[src/wcg_pkg.sv]
// Behaviour
// - Gate bit one clocks the watchdog; zero leaves it unclocked and disabled.
// - Any access to the watchdog while its clock is gated gives a bus fault.
// - All gating bits of all three registers are zero after reset.
// - In run mode the watchdog enable comes from the run register.
// - In sleep mode the watchdog enable comes from the sleep register.
// - In deep sleep the watchdog enable comes from the deep-sleep register.
// - Sleep and deep-sleep registers apply only with automatic gating selected.
// - Bit 3 of each gating register is read/write, resets to zero.
// - All other bits are reserved: read as zero, writes ignored.
package wcg_pkg;

  // ----------------------------------------------------------------
  // Register map
  // ----------------------------------------------------------------
  localparam int          ADDR_W         = 12;
  localparam logic [11:0] OFS_RUN_GATE   = 12'h100;
  localparam logic [11:0] OFS_SLEEP_GATE = 12'h110;
  localparam logic [11:0] OFS_DEEP_GATE  = 12'h120;
  localparam logic [11:0] OFS_IRQ_STAT   = 12'h130;
  localparam logic [11:0] OFS_IRQ_CLR    = 12'h134;
  localparam logic [11:0] OFS_IRQ_EN     = 12'h138;
  localparam logic [11:0] OFS_FAULT_CNT  = 12'h13C;
  localparam logic [11:0] OFS_STATE      = 12'h140;

  // ----------------------------------------------------------------
  // Fields and reset values
  // ----------------------------------------------------------------
  localparam int          WDG_BIT        = 3;
  localparam logic        GATE_RST       = 1'b0;
  localparam logic [31:0] ZERO_WORD      = 32'h0000_0000;
  localparam int          IRQ_W          = 3;
  localparam int          IRQ_FAULT      = 0;
  localparam int          IRQ_CLK_ON     = 1;
  localparam int          IRQ_CLK_OFF    = 2;
  localparam logic [2:0]  IRQ_RST        = 3'h0;
  localparam int          ST_CLK_EN      = 0;
  localparam int          ST_AUTO        = 1;
  localparam int          ST_MODE_LO     = 4;
  localparam int          FCNT_W         = 8;
  localparam logic [7:0]  FCNT_RST       = 8'h00;
  localparam logic [7:0]  FCNT_MAX       = 8'hFF;
  localparam logic [7:0]  FCNT_ONE       = 8'h01;

  // ----------------------------------------------------------------
  // Power modes
  // ----------------------------------------------------------------
  typedef enum logic [1:0] {
    MODE_RUN,
    MODE_SLEEP,
    MODE_DEEP
  } wcg_mode_t;

  function automatic logic wcg_gate_bit(input logic [31:0] word);
    wcg_gate_bit = word[WDG_BIT];
  endfunction : wcg_gate_bit

endpackage : wcg_pkg

[src/wcg_enable_sel.sv]
`timescale 1ns/1ns
`default_nettype none
module wcg_enable_sel
  import wcg_pkg::*;
(
  input  wire logic      clk,
  input  wire logic      rst,
  input  wire wcg_mode_t mode,
  input  wire logic      auto_gate,
  input  wire logic      run_bit,
  input  wire logic      sleep_bit,
  input  wire logic      deep_bit,
  output logic           clk_en
);

  // ----------------------------------------------------------------
  // Source selection
  // ----------------------------------------------------------------
  wire logic use_sleep;
  wire logic use_deep;
  wire logic en_nxt;

  assign use_sleep = auto_gate && (mode == MODE_SLEEP);
  assign use_deep  = auto_gate && (mode == MODE_DEEP);
  // Run register otherwise, in every mode when automatic gating is off
  assign en_nxt    = use_deep  ? deep_bit  :
                     use_sleep ? sleep_bit :
                                 run_bit;

  // ----------------------------------------------------------------
  // Registered enable: one clean edge per change, no decode glitches
  // ----------------------------------------------------------------
  always_ff @(posedge clk)
  begin
    if (rst)
      clk_en <= GATE_RST;
    else
      clk_en <= en_nxt;
  end

endmodule : wcg_enable_sel
`default_nettype wire

[src/wcg_top.sv]
// The plain strobed port was left to the implementer.
`timescale 1ns/1ns
`default_nettype none
module wcg_top
  import wcg_pkg::*;
#(
  parameter int FAULT_CNT_W = FCNT_W
)
(
  input  wire logic              clk,
  input  wire logic              rst,
  input  wire logic [ADDR_W-1:0] reg_addr,
  input  wire logic [31:0]       reg_wdata,
  input  wire logic              reg_wr,
  input  wire logic              reg_rd,
  output logic      [31:0]       reg_rdata,
  input  wire logic              automatic_gating_select,
  input  wire logic              sleep_now,
  input  wire logic              deep_sleep_now,
  input  wire logic              wdg_req,
  input  wire logic              wdg_req_write,
  output logic                   wdg_req_pass,
  output logic                   bus_fault,
  output logic                   watchdog_clk_en,
  output logic                   irq
);

  // ----------------------------------------------------------------
  // Storage
  // ----------------------------------------------------------------
  logic                   run_gate_r;
  logic                   sleep_gate_r;
  logic                   deep_gate_r;
  logic [IRQ_W-1:0]       irq_stat_r;
  logic [IRQ_W-1:0]       irq_stat_nxt;
  logic [IRQ_W-1:0]       irq_en_r;
  logic [FAULT_CNT_W-1:0] fault_cnt_r;
  logic [FAULT_CNT_W-1:0] fault_cnt_nxt;
  logic [31:0]            rdata_r;
  logic [31:0]            rdata_nxt;
  logic                   pass_r;
  logic                   fault_r;
  logic                   irq_r;
  logic                   clk_en_prev_r;
  wcg_mode_t              mode_r;
  wcg_mode_t              mode_nxt;
  logic                   clk_en;

  // ----------------------------------------------------------------
  // Address decode
  // ----------------------------------------------------------------
  wire logic hit_run;
  wire logic hit_sleep;
  wire logic hit_deep;
  wire logic hit_stat;
  wire logic hit_clr;
  wire logic hit_en;
  wire logic hit_fcnt;
  wire logic hit_state;
  wire logic wr_run;
  wire logic wr_sleep;
  wire logic wr_deep;
  wire logic wr_clr;
  wire logic wr_en;
  wire logic wr_fcnt;

  assign hit_run   = (reg_addr == OFS_RUN_GATE);
  assign hit_sleep = (reg_addr == OFS_SLEEP_GATE);
  assign hit_deep  = (reg_addr == OFS_DEEP_GATE);
  assign hit_stat  = (reg_addr == OFS_IRQ_STAT);
  assign hit_clr   = (reg_addr == OFS_IRQ_CLR);
  assign hit_en    = (reg_addr == OFS_IRQ_EN);
  assign hit_fcnt  = (reg_addr == OFS_FAULT_CNT);
  assign hit_state = (reg_addr == OFS_STATE);

  assign wr_run    = reg_wr && hit_run;
  assign wr_sleep  = reg_wr && hit_sleep;
  assign wr_deep   = reg_wr && hit_deep;
  assign wr_clr    = reg_wr && hit_clr;
  assign wr_en     = reg_wr && hit_en;
  assign wr_fcnt   = reg_wr && hit_fcnt;

  // ----------------------------------------------------------------
  // Gating registers
  // ----------------------------------------------------------------
  // Only the watchdog bit is stored; reserved bits have no storage
  wire logic run_gate_nxt;
  wire logic sleep_gate_nxt;
  wire logic deep_gate_nxt;

  assign run_gate_nxt   = wr_run   ? wcg_gate_bit(reg_wdata) : run_gate_r;
  assign sleep_gate_nxt = wr_sleep ? wcg_gate_bit(reg_wdata) : sleep_gate_r;
  assign deep_gate_nxt  = wr_deep  ? wcg_gate_bit(reg_wdata) : deep_gate_r;

  always_ff @(posedge clk)
  begin
    if (rst)
    begin
      run_gate_r   <= GATE_RST;
      sleep_gate_r <= GATE_RST;
      deep_gate_r  <= GATE_RST;
    end
    else
    begin
      run_gate_r   <= run_gate_nxt;
      sleep_gate_r <= sleep_gate_nxt;
      deep_gate_r  <= deep_gate_nxt;
    end
  end

  // ----------------------------------------------------------------
  // Power mode tracking
  // ----------------------------------------------------------------
  // Deep sleep takes priority when both requests stand
  always_comb
  begin
    mode_nxt = mode_r;
    case (mode_r)
      MODE_RUN:
      begin
        if (deep_sleep_now)
          mode_nxt = MODE_DEEP;
        else if (sleep_now)
          mode_nxt = MODE_SLEEP;
      end
      MODE_SLEEP:
      begin
        if (deep_sleep_now)
          mode_nxt = MODE_DEEP;
        else if (!sleep_now)
          mode_nxt = MODE_RUN;
      end
      MODE_DEEP:
      begin
        if (!deep_sleep_now)
          mode_nxt = sleep_now ? MODE_SLEEP : MODE_RUN;
      end
      default:
        mode_nxt = MODE_RUN;
    endcase
  end

  always_ff @(posedge clk)
  begin
    if (rst)
      mode_r <= MODE_RUN;
    else
      mode_r <= mode_nxt;
  end

  // ----------------------------------------------------------------
  // Watchdog clock enable
  // ----------------------------------------------------------------
  wcg_enable_sel u_sel (
    .clk       (clk),
    .rst       (rst),
    .mode      (mode_r),
    .auto_gate (automatic_gating_select),
    .run_bit   (run_gate_r),
    .sleep_bit (sleep_gate_r),
    .deep_bit  (deep_gate_r),
    .clk_en    (clk_en)
  );

  assign watchdog_clk_en = clk_en;

  // ----------------------------------------------------------------
  // Watchdog access gate
  // ----------------------------------------------------------------
  wire logic fault_ev;
  wire logic pass_ev;
  wire logic clk_on_ev;
  wire logic clk_off_ev;

  assign pass_ev    = wdg_req && clk_en;
  assign fault_ev   = wdg_req && !clk_en;
  assign clk_on_ev  = clk_en && !clk_en_prev_r;
  assign clk_off_ev = !clk_en && clk_en_prev_r;

  always_ff @(posedge clk)
  begin
    if (rst)
    begin
      pass_r        <= 1'b0;
      fault_r       <= 1'b0;
      clk_en_prev_r <= GATE_RST;
    end
    else
    begin
      pass_r        <= pass_ev;
      fault_r       <= fault_ev;
      clk_en_prev_r <= clk_en;
    end
  end

  assign wdg_req_pass = pass_r;
  assign bus_fault    = fault_r;

  // ----------------------------------------------------------------
  // Fault counter
  // ----------------------------------------------------------------
  // Saturates; any write clears it, a fault in the same cycle counts
  wire logic fcnt_full;
  wire logic fcnt_inc;

  assign fcnt_full     = (fault_cnt_r == FAULT_CNT_W'(FCNT_MAX));
  assign fcnt_inc      = fault_ev && !fcnt_full;
  assign fault_cnt_nxt = wr_fcnt ?
                         (fault_ev ? FAULT_CNT_W'(FCNT_ONE) : FAULT_CNT_W'(FCNT_RST)) :
                         (fcnt_inc ?
                          fault_cnt_r + FAULT_CNT_W'(FCNT_ONE) : fault_cnt_r);

  always_ff @(posedge clk)
  begin
    if (rst)
      fault_cnt_r <= FAULT_CNT_W'(FCNT_RST);
    else
      fault_cnt_r <= fault_cnt_nxt;
  end

  // ----------------------------------------------------------------
  // Interrupts
  // ----------------------------------------------------------------
  wire logic [IRQ_W-1:0] irq_set;
  wire logic [IRQ_W-1:0] irq_clr;
  wire logic [IRQ_W-1:0] wdata_irq;
  wire logic [IRQ_W-1:0] irq_en_nxt;
  wire logic             irq_nxt;

  assign wdata_irq    = reg_wdata[IRQ_W-1:0];
  assign irq_set      = {clk_off_ev, clk_on_ev, fault_ev};
  assign irq_clr      = wr_clr ? wdata_irq : IRQ_RST;
  // A new event wins over a clear in the same cycle
  assign irq_stat_nxt = (irq_stat_r & ~irq_clr) | irq_set;
  assign irq_en_nxt   = wr_en ? wdata_irq : irq_en_r;
  // Level output follows the status and enable stored at the same edge
  assign irq_nxt      = |(irq_stat_nxt & irq_en_nxt);

  always_ff @(posedge clk)
  begin
    if (rst)
    begin
      irq_stat_r <= IRQ_RST;
      irq_en_r   <= IRQ_RST;
      irq_r      <= 1'b0;
    end
    else
    begin
      irq_stat_r <= irq_stat_nxt;
      irq_en_r   <= irq_en_nxt;
      irq_r      <= irq_nxt;
    end
  end

  assign irq = irq_r;

  // ----------------------------------------------------------------
  // Read path
  // ----------------------------------------------------------------
  // Places a stored gate bit in its field; reserved bits stay zero
  function automatic logic [31:0] gate_word(input logic bit_val);
    gate_word = 32'(bit_val) << WDG_BIT;
  endfunction : gate_word

  wire logic [31:0] rd_run;
  wire logic [31:0] rd_sleep;
  wire logic [31:0] rd_deep;
  wire logic [31:0] rd_stat;
  wire logic [31:0] rd_en;
  wire logic [31:0] rd_fcnt;
  wire logic [31:0] rd_state;

  // Reserved bits read as zero
  assign rd_run   = gate_word(run_gate_r);
  assign rd_sleep = gate_word(sleep_gate_r);
  assign rd_deep  = gate_word(deep_gate_r);
  assign rd_stat  = 32'(irq_stat_r);
  assign rd_en    = 32'(irq_en_r);
  assign rd_fcnt  = 32'(fault_cnt_r);
  assign rd_state = (32'(clk_en) << ST_CLK_EN)
                  | (32'(automatic_gating_select) << ST_AUTO)
                  | (32'(mode_r) << ST_MODE_LO);

  // Write-only clear register and unmapped offsets read zero
  assign rdata_nxt = !reg_rd   ? ZERO_WORD :
                     hit_run   ? rd_run    :
                     hit_sleep ? rd_sleep  :
                     hit_deep  ? rd_deep   :
                     hit_stat  ? rd_stat   :
                     hit_en    ? rd_en     :
                     hit_fcnt  ? rd_fcnt   :
                     hit_state ? rd_state  :
                                 ZERO_WORD;

  always_ff @(posedge clk)
  begin
    if (rst)
      rdata_r <= ZERO_WORD;
    else
      rdata_r <= rdata_nxt;
  end

  assign reg_rdata = rdata_r;

endmodule : wcg_top
`default_nettype wire

[config.mk]
export PLATFORM = sky130hd
export DESIGN_NAME = wcg_top
export DESIGN_NICKNAME = d
export VERILOG_FILES = /design/src/wcg_pkg.sv /design/src/wcg_enable_sel.sv /design/src/wcg_top.sv
export SDC_FILE = /design/constraint.sdc
export NUM_CORES = 1
export LEC_CHECK = 0
export BUFFER_PORTS_ARGS = -buffer_cell sky130_fd_sc_hd__buf_2
export CAP_MARGIN = 20
export CORE_ASPECT_RATIO = 1.4
export CORE_MARGIN = 1.5
export CORE_UTILIZATION = 33
export CTS_CLUSTER_SIZE = 40
export DETAILED_ROUTE_END_ITERATION = 7
export PLACE_DENSITY = 0.68
export SYNTH_ARGS = -nofsm -noshare
export SYNTH_HDL_FRONTEND = slang
export SYNTH_SLANG_ARGS = --single-unit
[constraint.sdc]
create_clock -name clk -period 6.8 [get_ports clk]
set_input_delay 1.36 -clock clk [delete_from_list [all_inputs] [get_ports clk]]
set_output_delay 1.36 -clock clk [all_outputs]
set_load 0.1 [all_outputs]
==> results of run 1 <==
## worst max path at each step
| stage | startpoint | to | slack [ns] | depth (start not counted) |
|---|---|---|---|---|
| final | reg_addr[7] | irq | 3.59 | 6 |
| after global routing | reg_addr[6] | reg_rdata[3] | 3.48 | 5 |
| after CTS | reg_addr[7] | irq | 3.59 | 6 |
| after detailed placement | reg_addr[7] | irq | 3.29 | 6 |
| after global placement | reg_addr[7] | irq | 3.30 | 6 |
| after floorplan | reg_addr[7] | irq | 3.53 | 5 |
## synth_stat cells, types with 3 or more instances
cell type  number
a21oi_1         4
buf_4          24
mux2i_1         8
inv_1           4
dfxtp_1        32
xnor2_1         4
and2_1          6
nor2b_1         3
a311oi_1        3
o21ai_0         4
nand2b_1        3
nor2_1         21
nor3_1          6
nand2_1        20
a31oi_1         3
xor2_1          3
nand4_1         3
nand3_1         5
a22oi_1         4
clkbuf_1        6
nand4b_1        3
## logic make-up (layout without fill, tap and decap cells)
group | count (synthesis) | after routing | synth area share, %
and+or+nand+nor | 88 | 88 | 28.5
other | 1 | 24 | 0.218
DFF | 32 | 32 | 37.2
adders and majority gates | 1 | 1 | 0.727
xor gates and xnor gates | 7 | 7 | 3.56
buffers and inverters | 34 | 44 | 12.6
AOI/OAI and AO/OA | 30 | 30 | 12.5
muxes | 8 | 8 | 4.65
## sequential cells by signal, indices dropped and copies added (netlist names)
| register | flops |
|---|---|
| bus_fault | 1 |
| deep_gate_r | 1 |
| u_sel.clk_en | 1 |
| fault_cnt_r | 8 |
| irq_en_r | 3 |
| reg_rdata | 8 |
| clk_en_prev_r | 1 |
| irq_stat_r | 3 |
| irq | 1 |
| wdg_req_pass | 1 |
| run_gate_r | 1 |
| sleep_gate_r | 1 |
| mode_r | 2 |
## worst max-delay path: cells and delay by family
kind                   cells  cell delay [ns]
AO/OA/AOI/OAI              1             0.14
buffers and inverters      1             0.10
AND/OR/NAND/NOR            4             1.77
## layout make-up
cell class	instances	area [µm²]	share of cell area, %
repair buffers	35	175	9.08
well taps	64	80.1	4.15
multi-input cells	158	950	49.2
flip-flops and latches	32	641	33.2
clock buffers	5	68.8	3.57
inverters	4	15.0	0.778
## cell usage in the layout, fill, tap and decap left out, types with 2 or more instances in the layout
cell       instances
a2111oi_0          2
a21o_1             2
a21oi_1            4
a22oi_1            4
a311oi_1           3
a31oi_1            3
and2_1             6
buf_2             35
clkbuf_8           5
conb_1            24
dfxtp_1           32
inv_1              4
mux2i_1            8
nand2_1           20
nand2b_1           3
nand3_1            5
nand4_1            3
nand4b_1           3
nor2_1            21
nor2b_1            3
nor3_1             6
nor3b_1            2
nor4_1             2
o21ai_0            4
o31ai_1            2
or4_1              2
xnor2_1            4
xor2_1             3
## per-stage QoR
stage,cells,hold slack (ns),total power (W)
2_1_floorplan,224,0.475,0.000290
3_3_place_gp,293,0.492,0.000293
3_5_place_dp,293,0.497,0.000294
4_1_cts,298,0.506,0.000422
5_1_grt,298,0.534,0.000433
6_report,298,0.504,0.000416
## power by group through the flow
| stage | logic (W) | registers (W) | clock network [W] |
|---|---|---|---|
| 2_1_floorplan | 0.0000874 | 0.000202 | 0 |
| 3_3_place_gp | 0.0000944 | 0.000199 | 0 |
| 3_5_place_dp | 0.0000948 | 0.000199 | 0 |
| 4_1_cts | 0.0000949 | 0.000195 | 0.000132 |
| 5_1_grt | 0.000100 | 0.000195 | 0.000138 |
| 6_report | 0.0000949 | 0.000195 | 0.000126 |
## metal layers
metal	global-route usage, %	share of wire, %	up-vias
met5	0	0	-
met4	7.11	3.0	0
met3	4.58	5.1	9
met2	25.7	53	38
met1	13.7	39	653
li1	-	-	732
==> metrics.csv, run 1 <==
stage,metric,value,unit
outcome,status,"finished, final reports clean",
synthesis,yosys_warnings,0,
pwr,internal-power,0.000271,W
sta,clock_skew,0.00512,ns
clock_tree,post_cts_resized,0,
clock_tree,cts_made_buffers,5,
placement,hpwlAfterDp,2.74,mm
setup_path,cp-start-kind,input port,
floorplanning,die_area,5670,µm²
sta,hold_viol,0,
synthesis,synthTopCellsByArea,"dfxtp_1, buf_4, mux2i_1, nor2_1, nand2_1",
setup_path,slowest_delay,0.57,ns
sta,min_period_over_period,47.2,%
pwr,swShare,34.9,%
floorplanning,ios,89,
sta,rsz0062_at_grt,no,
pwr,ir_drop,0.0000652,V
layout,fin_nets,290,
global_routing,antenna_found_initial,0,
setup_path,worstPathArrival,3.37,ns
pwr,seqPwrFrac,46.9,%
synthesis,ys_ff_latch,32,
global_routing,grt_first_pass_wirelength,6.07,mm
global_routing,grt_max_degree,18,
sta,finalSetupTns,0,ns
floorplanning,die_w,64.0,µm
run,max_cap_violations,0,
placement,place_ws,3.29,ns
sta,max_clock_freq,311,MHz
layout,antenna_cells,0,
global_routing,overflow,0,
clock_tree,tritoncts,built,
route,vias,1432,
synthesis,synth.avg_cell_area,8.57,µm²
setup_path,path_max_fanout,6,
setup_path,r2r_end,fault_cnt_r[7],
min_path,hp-start,fault_cnt_r[7],
synthesis,synth_edf_count,0,
pwr,p_switching,0.000145,W
sta,setup_viol,0,
sta,timing.slew.headroom,52.6,%
setup_path,required,6.96,ns
min_path,min_path_type,reg2reg,
synthesis,synth.largest_area_cell,dfxtp_1,
layout,final_cell_area,1930,µm²
synthesis,ys.flop_type,dfxtp_1,
setup_path,crit_type,in2reg,
clock_tree,cts_sinks,32,
floorplanning,dieHeight,88.5,µm
route,drt-pass1-iter-count,4,
placement,gp_routability_congestion,0.797,
synthesis,ys_seq_area_share,37.2,%
sta,tightest_slew,0.704,ns
synthesis,yosysTopAreaCellShare,37.2,%
global_routing,grt_pass1_vias,1410,
clock_tree,cts_max_level,2,
floorplanning,core.rowCount,30,
clock_tree,clock_path_buffers,2,
route,wl,3.48,mm
synthesis,yosysUniqueCellTypes,47,
setup_path,worstSetupEndpointType,register,
clock_tree,clock-root-buffer,clkbuf_8,
floorplanning,core_area,4920,µm²
setup_path,crit-reg2reg-launch,fault_cnt_r[0],
route,drt_iter0_drc,47,
clock_tree,cts_setup_buffers,0,
min_path,hold_depth,1,
route,wl_per_cell,11.7,µm
layout,area_delta_synth_final,12.1,%
pwr,power.share.combinational,22.8,%
route,drc,0,
setup_path,path_cells,"buf_2, or4b_4, or4_4, nor4_4, a311oi_1, or3_1",
pwr,leakage,0.804,nW
min_path,whs_endpoint,reg_rdata[7],
global_routing,grt.total_usage,13.8,%
route,viasPerCell,4.81,
layout,postLayoutCoreUtil,39.2,%
synthesis,syn_area,1720,µm²
placement,io_buffers,35,
layout,n_fill_cell,524,
placement,place_area,1860,µm²
clock_tree,path_clk_slew,0.06,ns
setup_path,r2r_slack,5.00,ns
setup_path,critPathSlowestCell,or4b_4,
route,postRouteAntennaNets,0,
sta,worst_slack,3.59,ns
clock_tree,hold_buffers,0,
sta,min_period,3.21,ns
pwr,power_frac_clock,30.3,%
pwr,power_density,215,nW/µm²
sta,final_max_slew_viol_count,0,
synthesis,synthCells,201,
layout,layout-drive-gt1-share,19.2,%
clock_tree,worstSkewPairLatency,0.27,ns
floorplanning,initial_core_util,35.0,%
synthesis,async_flop_share,0,%
setup_path,r2r_cells,6,
No activity file was read; power rests on OpenSTA's default activity.
==> run 2: changes to the inputs <==
Settings changed: ABC_AREA from default to 1, PLACE_DENSITY 0.68 to 0.69.
Clock period 6.8 ns to 2.9 ns, I/O delays scaled along.
==> metrics.csv, run 2 <==
stage,metric,value,unit
outcome,status,"finished, final reports clean",
sta,min_period,1.65,ns
placement,gp_routability_congestion,0.903,
clock_tree,clock-root-buffer,clkbuf_8,
layout,fin_nets,373,
clock_tree,tritoncts,built,
sta,min_period_over_period,56.7,%
sta,clock_skew,0.00917,ns
layout,mostFrequentLayoutCell,nand2_1,
route,vias,1754,
min_path,min_path_type,reg2reg,
layout,n_fill_cell,620,
route,drt-pass1-iter-count,4,
layout,antenna_cells,0,
synthesis,syn_area,1890,µm²
global_routing,grt.total_usage,15.8,%
layout,final_cell_mix,"nand2_1, inv_1, buf_2",
floorplanning,die_w,66.9,µm
setup_path,cp-startpoint,u_sel.clk_en,
sta,hold_viol,0,
synthesis,yosys_warnings,0,
setup_path,worstSetupEndpointType,output port,
setup_path,cp_top_family,buffers and inverters,
setup_path,setup.worst_path.end,watchdog_clk_en,
setup_path,crit_buf_inv,1,
setup_path,cp-start-kind,register,
setup_path,path_max_fanout,3,
clock_tree,hold_buffers,0,
synthesis,synth.largest_area_cell,dfxtp_1,
setup_path,r2r_slack,1.36,ns
clock_tree,cts_sinks,32,
sta,setup_viol,0,
setup_path,crit-reg2reg-launch,fault_cnt_r[0],
sta,finalSetupTns,0,ns
floorplanning,die_area,6190,µm²
route,viasPerCell,4.52,
synthesis,synthTopCellsByCount,"nand2_1, inv_1, dfxtp_1, nor2_1, nand3_1",
route,wl_per_cell,10.9,µm
synthesis,synth_edf_count,0,
global_routing,antenna_found_initial,0,
sta,max_clock_freq,608,MHz
placement,hpwlAfterDp,3.44,mm
pwr,leakage,1.10,nW
synthesis,async_flop_share,0,%
synthesis,ys.flop_type,dfxtp_1,
synthesis,yosysTopAreaCellShare,33.9,%
setup_path,worstSetupPathDepth,1,
setup_path,r2r_end,fault_cnt_r[3],
synthesis,synth.avg_cell_area,6.74,µm²
placement,io_buffers,35,
run,max_cap_violations,0,
clock_tree,cts_made_buffers,5,
setup_path,path_cells,buf_2,
clock_tree,cts_max_level,2,
synthesis,ys_seq_area_share,33.9,%
floorplanning,initial_core_util,34.2,%
clock_tree,cts_setup_buffers,0,
global_routing,overflow,0,
route,drc,0,
floorplanning,core.rowCount,32,
layout,area_delta_synth_final,13.2,%
synthesis,yosysMostFrequentCell,nand2_1,
clock_tree,post_cts_resized,0,
synthesis,synthCells,280,
route,drt_iter0_drc,49,
layout,layout-drive-gt1-share,19.7,%
floorplanning,ios,89,
clock_tree,path_clk_slew,0.07,ns
clock_tree,clock_path_buffers,2,
setup_path,required,2.32,ns
sta,final_max_slew_viol_count,0,
synthesis,synthTopCellsByArea,"dfxtp_1, nand2_1, buf_4, inv_1, nand3_1",
floorplanning,core_area,5530,µm²
global_routing,grt_pass1_vias,1699,
sta,rsz0062_at_grt,no,
min_path,hp-start,fault_cnt_r[6],
floorplanning,dieHeight,92.5,µm
setup_path,r2r_cells,8,
pwr,ir_drop,0.000206,V
route,postRouteAntennaNets,0,
setup_path,slowest_delay,0.44,ns
global_routing,grt_max_degree,14,
clock_tree,worstSkewPairLatency,0.30,ns
setup_path,crit_type,reg2out,
setup_path,critPathSlowestCell,buf_2,
synthesis,yosysUniqueCellTypes,28,
global_routing,grt_first_pass_wirelength,7.24,mm
route,wl,4.22,mm
setup_path,worstPathArrival,1.07,ns
layout,postLayoutCoreUtil,38.7,%
pwr,power_density,485,nW/µm²
synthesis,ys_ff_latch,32,
run 2: cell count changes after synthesis, sizes merged, moves of 4 or more:
cell    delta
nor4       -4
nor2      +14
inv       +40
mux2i      -8
xnor2      -4
nand2     +36
a21oi     +11
clkbuf     -6
and2       -4
a22oi      -4
nand3     +23
nor3       +4
o21ai     +14
run 2: how the worst min path moves through the flow:
| stage | end | cells past startpoint |
|---|---|---|
| finish | reg_rdata[6] | 2 |
| global route | fault_cnt_r[4] | 2 |
| CTS | fault_cnt_r[4] | 2 |
| detailed placement | fault_cnt_r[4] | 2 |
| global placement | fault_cnt_r[4] | 2 |
| floorplan | run_gate_r | 2 |
run 2: per-stage QoR:
step,cell area (µm²),worst slack [ns],total power (W),instances,hold slack [ns]
after global placement,2040,1.10,0.000685,380,0.469
final,2140,1.25,0.00104,388,0.485
after detailed placement,2040,1.09,0.000688,380,0.472
after floorplan,1970,1.10,0.000679,303,0.441
after CTS,2140,1.24,0.00105,388,0.490
after global routing,2140,1.16,0.00108,388,0.501
run 2: power breakdown:
| group | leakage, nW | total, W | switching, W | internal [W] |
|---|---|---|---|---|
| clock network | 0.0510 | 0.000358 | 0.000169 | 0.000189 |
| registers | 0.259 | 0.000453 | 0.00000571 | 0.000447 |
| logic | 0.788 | 0.000225 | 0.000197 | 0.0000279 |
run 2: cells by family after synthesis:
group	share of synthesized area, %
fa+ha+maj	0.663
simple gates	36.6
compound gates	9.54
other cells	0.199
buf+inv	19.1
flops	33.9
run 2: per-layer routing:
layer	GRT usage [%]	up-vias	part of all wire (%)
met1	16.2	778	39
met2	26.7	50	51
met3	4.01	12	5.3
li1	-	914	-
met5	0	-	0
met4	11.9	0	4.7
run 2: layout make-up:
type	instances	area (µm²)	area share, %
clock buffers	6	82.6	3.86
clock inverters	2	10.0	0.468
inverters	45	170	7.96
multi-input cells	200	973	45.6
flip-flops and latches	32	641	30.0
well taps	68	85.1	3.98
repair buffers	35	175	8.20
==> run 3: changes to the inputs <==
Settings changed: PLACE_DENSITY 0.69 to 0.67.
Clock period 2.9 ns to 1.55 ns, I/O delays scaled along.
==> metrics.csv, run 3 (synthesis results as in run 2) <==
stage,metric,value,unit
clock_tree,clock_path_buffers,2,
global_routing,grt_pass1_vias,1655,
floorplanning,die_area,6190,µm²
clock_tree,path_clk_slew,0.07,ns
setup_path,cp-start-kind,register,
clock_tree,clock-root-buffer,clkbuf_8,
route,wl,4.11,mm
placement,io_buffers,35,
route,viasPerCell,4.40,
setup_path,path_max_fanout,7,
min_path,min_path_type,in2reg,
pwr,leakage,1.13,nW
layout,fin_nets,380,
global_routing,overflow,0,
floorplanning,die_w,66.9,µm
global_routing,grt_first_pass_wirelength,7.02,mm
setup_path,r2r_slack,0.12,ns
clock_tree,tritoncts,built,
sta,final_max_slew_viol_count,0,
setup_path,r2r_cells,8,
sta,finalSetupTns,0,ns
setup_path,worstPathArrival,1.61,ns
clock_tree,cts_sinks,32,
setup_path,r2r_end,fault_cnt_r[3],
sta,clock_skew,0.00581,ns
setup_path,worstSetupEndpointType,register,
global_routing,antenna_found_initial,0,
run,max_cap_violations,0,
min_path,whs_endpoint,mode_r[1],
floorplanning,core_area,5530,µm²
placement,hpwlAfterDp,3.41,mm
clock_tree,cts_max_level,2,
placement,gp_routability_congestion,0.849,
min_path,hold_depth,2,
route,postRouteAntennaNets,0,
setup_path,crit-reg2reg-launch,fault_cnt_r[0],
clock_tree,cts_made_buffers,5,
clock_tree,hold_buffers,0,
outcome,status,"finished, final reports clean",
sta,max_clock_freq,702,MHz
sta,worst_slack,0.125,ns
floorplanning,initial_core_util,34.2,%
layout,ff_latch_area,642,µm²
route,wl_per_cell,10.4,µm
route,drc,0,
layout,final_cell_mix,"nand2_1, inv_1, buf_2",
floorplanning,ios,89,
clock_tree,worstSkewPairLatency,0.29,ns
sta,setup_viol,0,
placement,place_ws,0.0528,ns
floorplanning,core.rowCount,32,
route,drt_iter0_drc,70,
sta,min_period,1.43,ns
clock_tree,cts_setup_buffers,0,
pwr,ir_drop,0.000418,V
layout,antenna_cells,0,
route,vias,1737,
layout,area_delta_synth_final,16.0,%
sta,min_period_over_period,92.0,%
route,drt-pass1-iter-count,4,
pwr,power_density,875,nW/µm²
min_path,hp-start,rst,
layout,multi_input_area,978,µm²
setup_path,required,1.74,ns
sta,hold_viol,0,
global_routing,grt.total_usage,15.0,%
setup_path,crit_type,reg2reg,
sta,rsz0062_at_grt,no,
floorplanning,dieHeight,92.5,µm
layout,layout-drive-gt1-share,22.3,%
layout,n_fill_cell,615,
layout,mostFrequentLayoutCell,nand2_1,
global_routing,grt_max_degree,12,
==> run 3: cell types whose count changed in the layout (fill, tap and decap cells not counted), sizes merged <==
cell / before / now
clkbuf: 6 / 5
buf: 35 / 42
clkinv: 3 / 4
==> run 3: worst max-delay path by stage <==
| stage | from | to | slack [ns] | depth (start not counted) |
|---|---|---|---|---|
| finish | fault_cnt_r[0] | fault_cnt_r[3] | 0.12 | 8 |
| global route | fault_cnt_r[0] | fault_cnt_r[4] | 0.00007 | 9 |
| CTS | fault_cnt_r[0] | fault_cnt_r[5] | 0.10 | 9 |
| detailed placement | reg_addr[1] | reg_rdata[1] | 0.05 | 8 |
| global placement | reg_addr[1] | reg_rdata[1] | 0.07 | 8 |
| floorplan | u_sel.clk_en | fault_cnt_r[3] | 0.11 | 5 |
==> run 3: stage by stage <==
stage	utilization [%]	total power (W)	cells	cell area [µm²]	hold WS [ns]
after floorplan	-	0.00127	303	1980	0.394
after global placement	38.0	0.00129	387	2100	0.468
after detailed placement	38.0	0.00129	387	2100	0.474
after CTS	39.6	0.00194	395	2190	0.220
after global routing	39.7	0.00200	395	2190	0.218
final	39.7	0.00192	395	2190	0.222
==> run 3: worst max-delay path, cell delays in order (launching register included) <==
cell and delay [ns]:
dfxtp_1 0.34, ha_1 0.18, nand2_1 0.08, nor2_1 0.09, nand3_1 0.09, nand2_2 0.15
nor2_2 0.06, or2_1 0.20, and3_1 0.13
==> run 3: where the power goes <==
part	switching [W]	internal (W)	total, W
Clock	0.000328	0.000312	0.000640
Combinational	0.000372	0.0000598	0.000431
Sequential	0.00000788	0.000837	0.000845
==> run 3: routing by layer <==
layer | up-vias | global-route usage (%) | share of wire [%]
met1 | 753 | 15.4 | 39
met4 | 0 | 7.48 | 2.5
li1 | 933 | - | -
met2 | 43 | 27.3 | 53
met3 | 8 | 3.77 | 4.6
met5 | - | 0 | 0
==> run 3: timing repair <==
| action | CTS | global route |
|---|---|---|
| endpoints found under the hold margin | 0 | 0 |
| endpoints found under the setup margin | 0 | 2 |
| gates resized for setup | 0 | 2 |
==> run 3: layout make-up <==
class                      instances  area share [%]
inverter                          45            7.77
multi-input combinational        200            44.7
clock inverter                     3           0.857
timing repair buffer              42            10.4
sequential                        32            29.3
tap                               68            3.88
clock buffer                       5            3.14
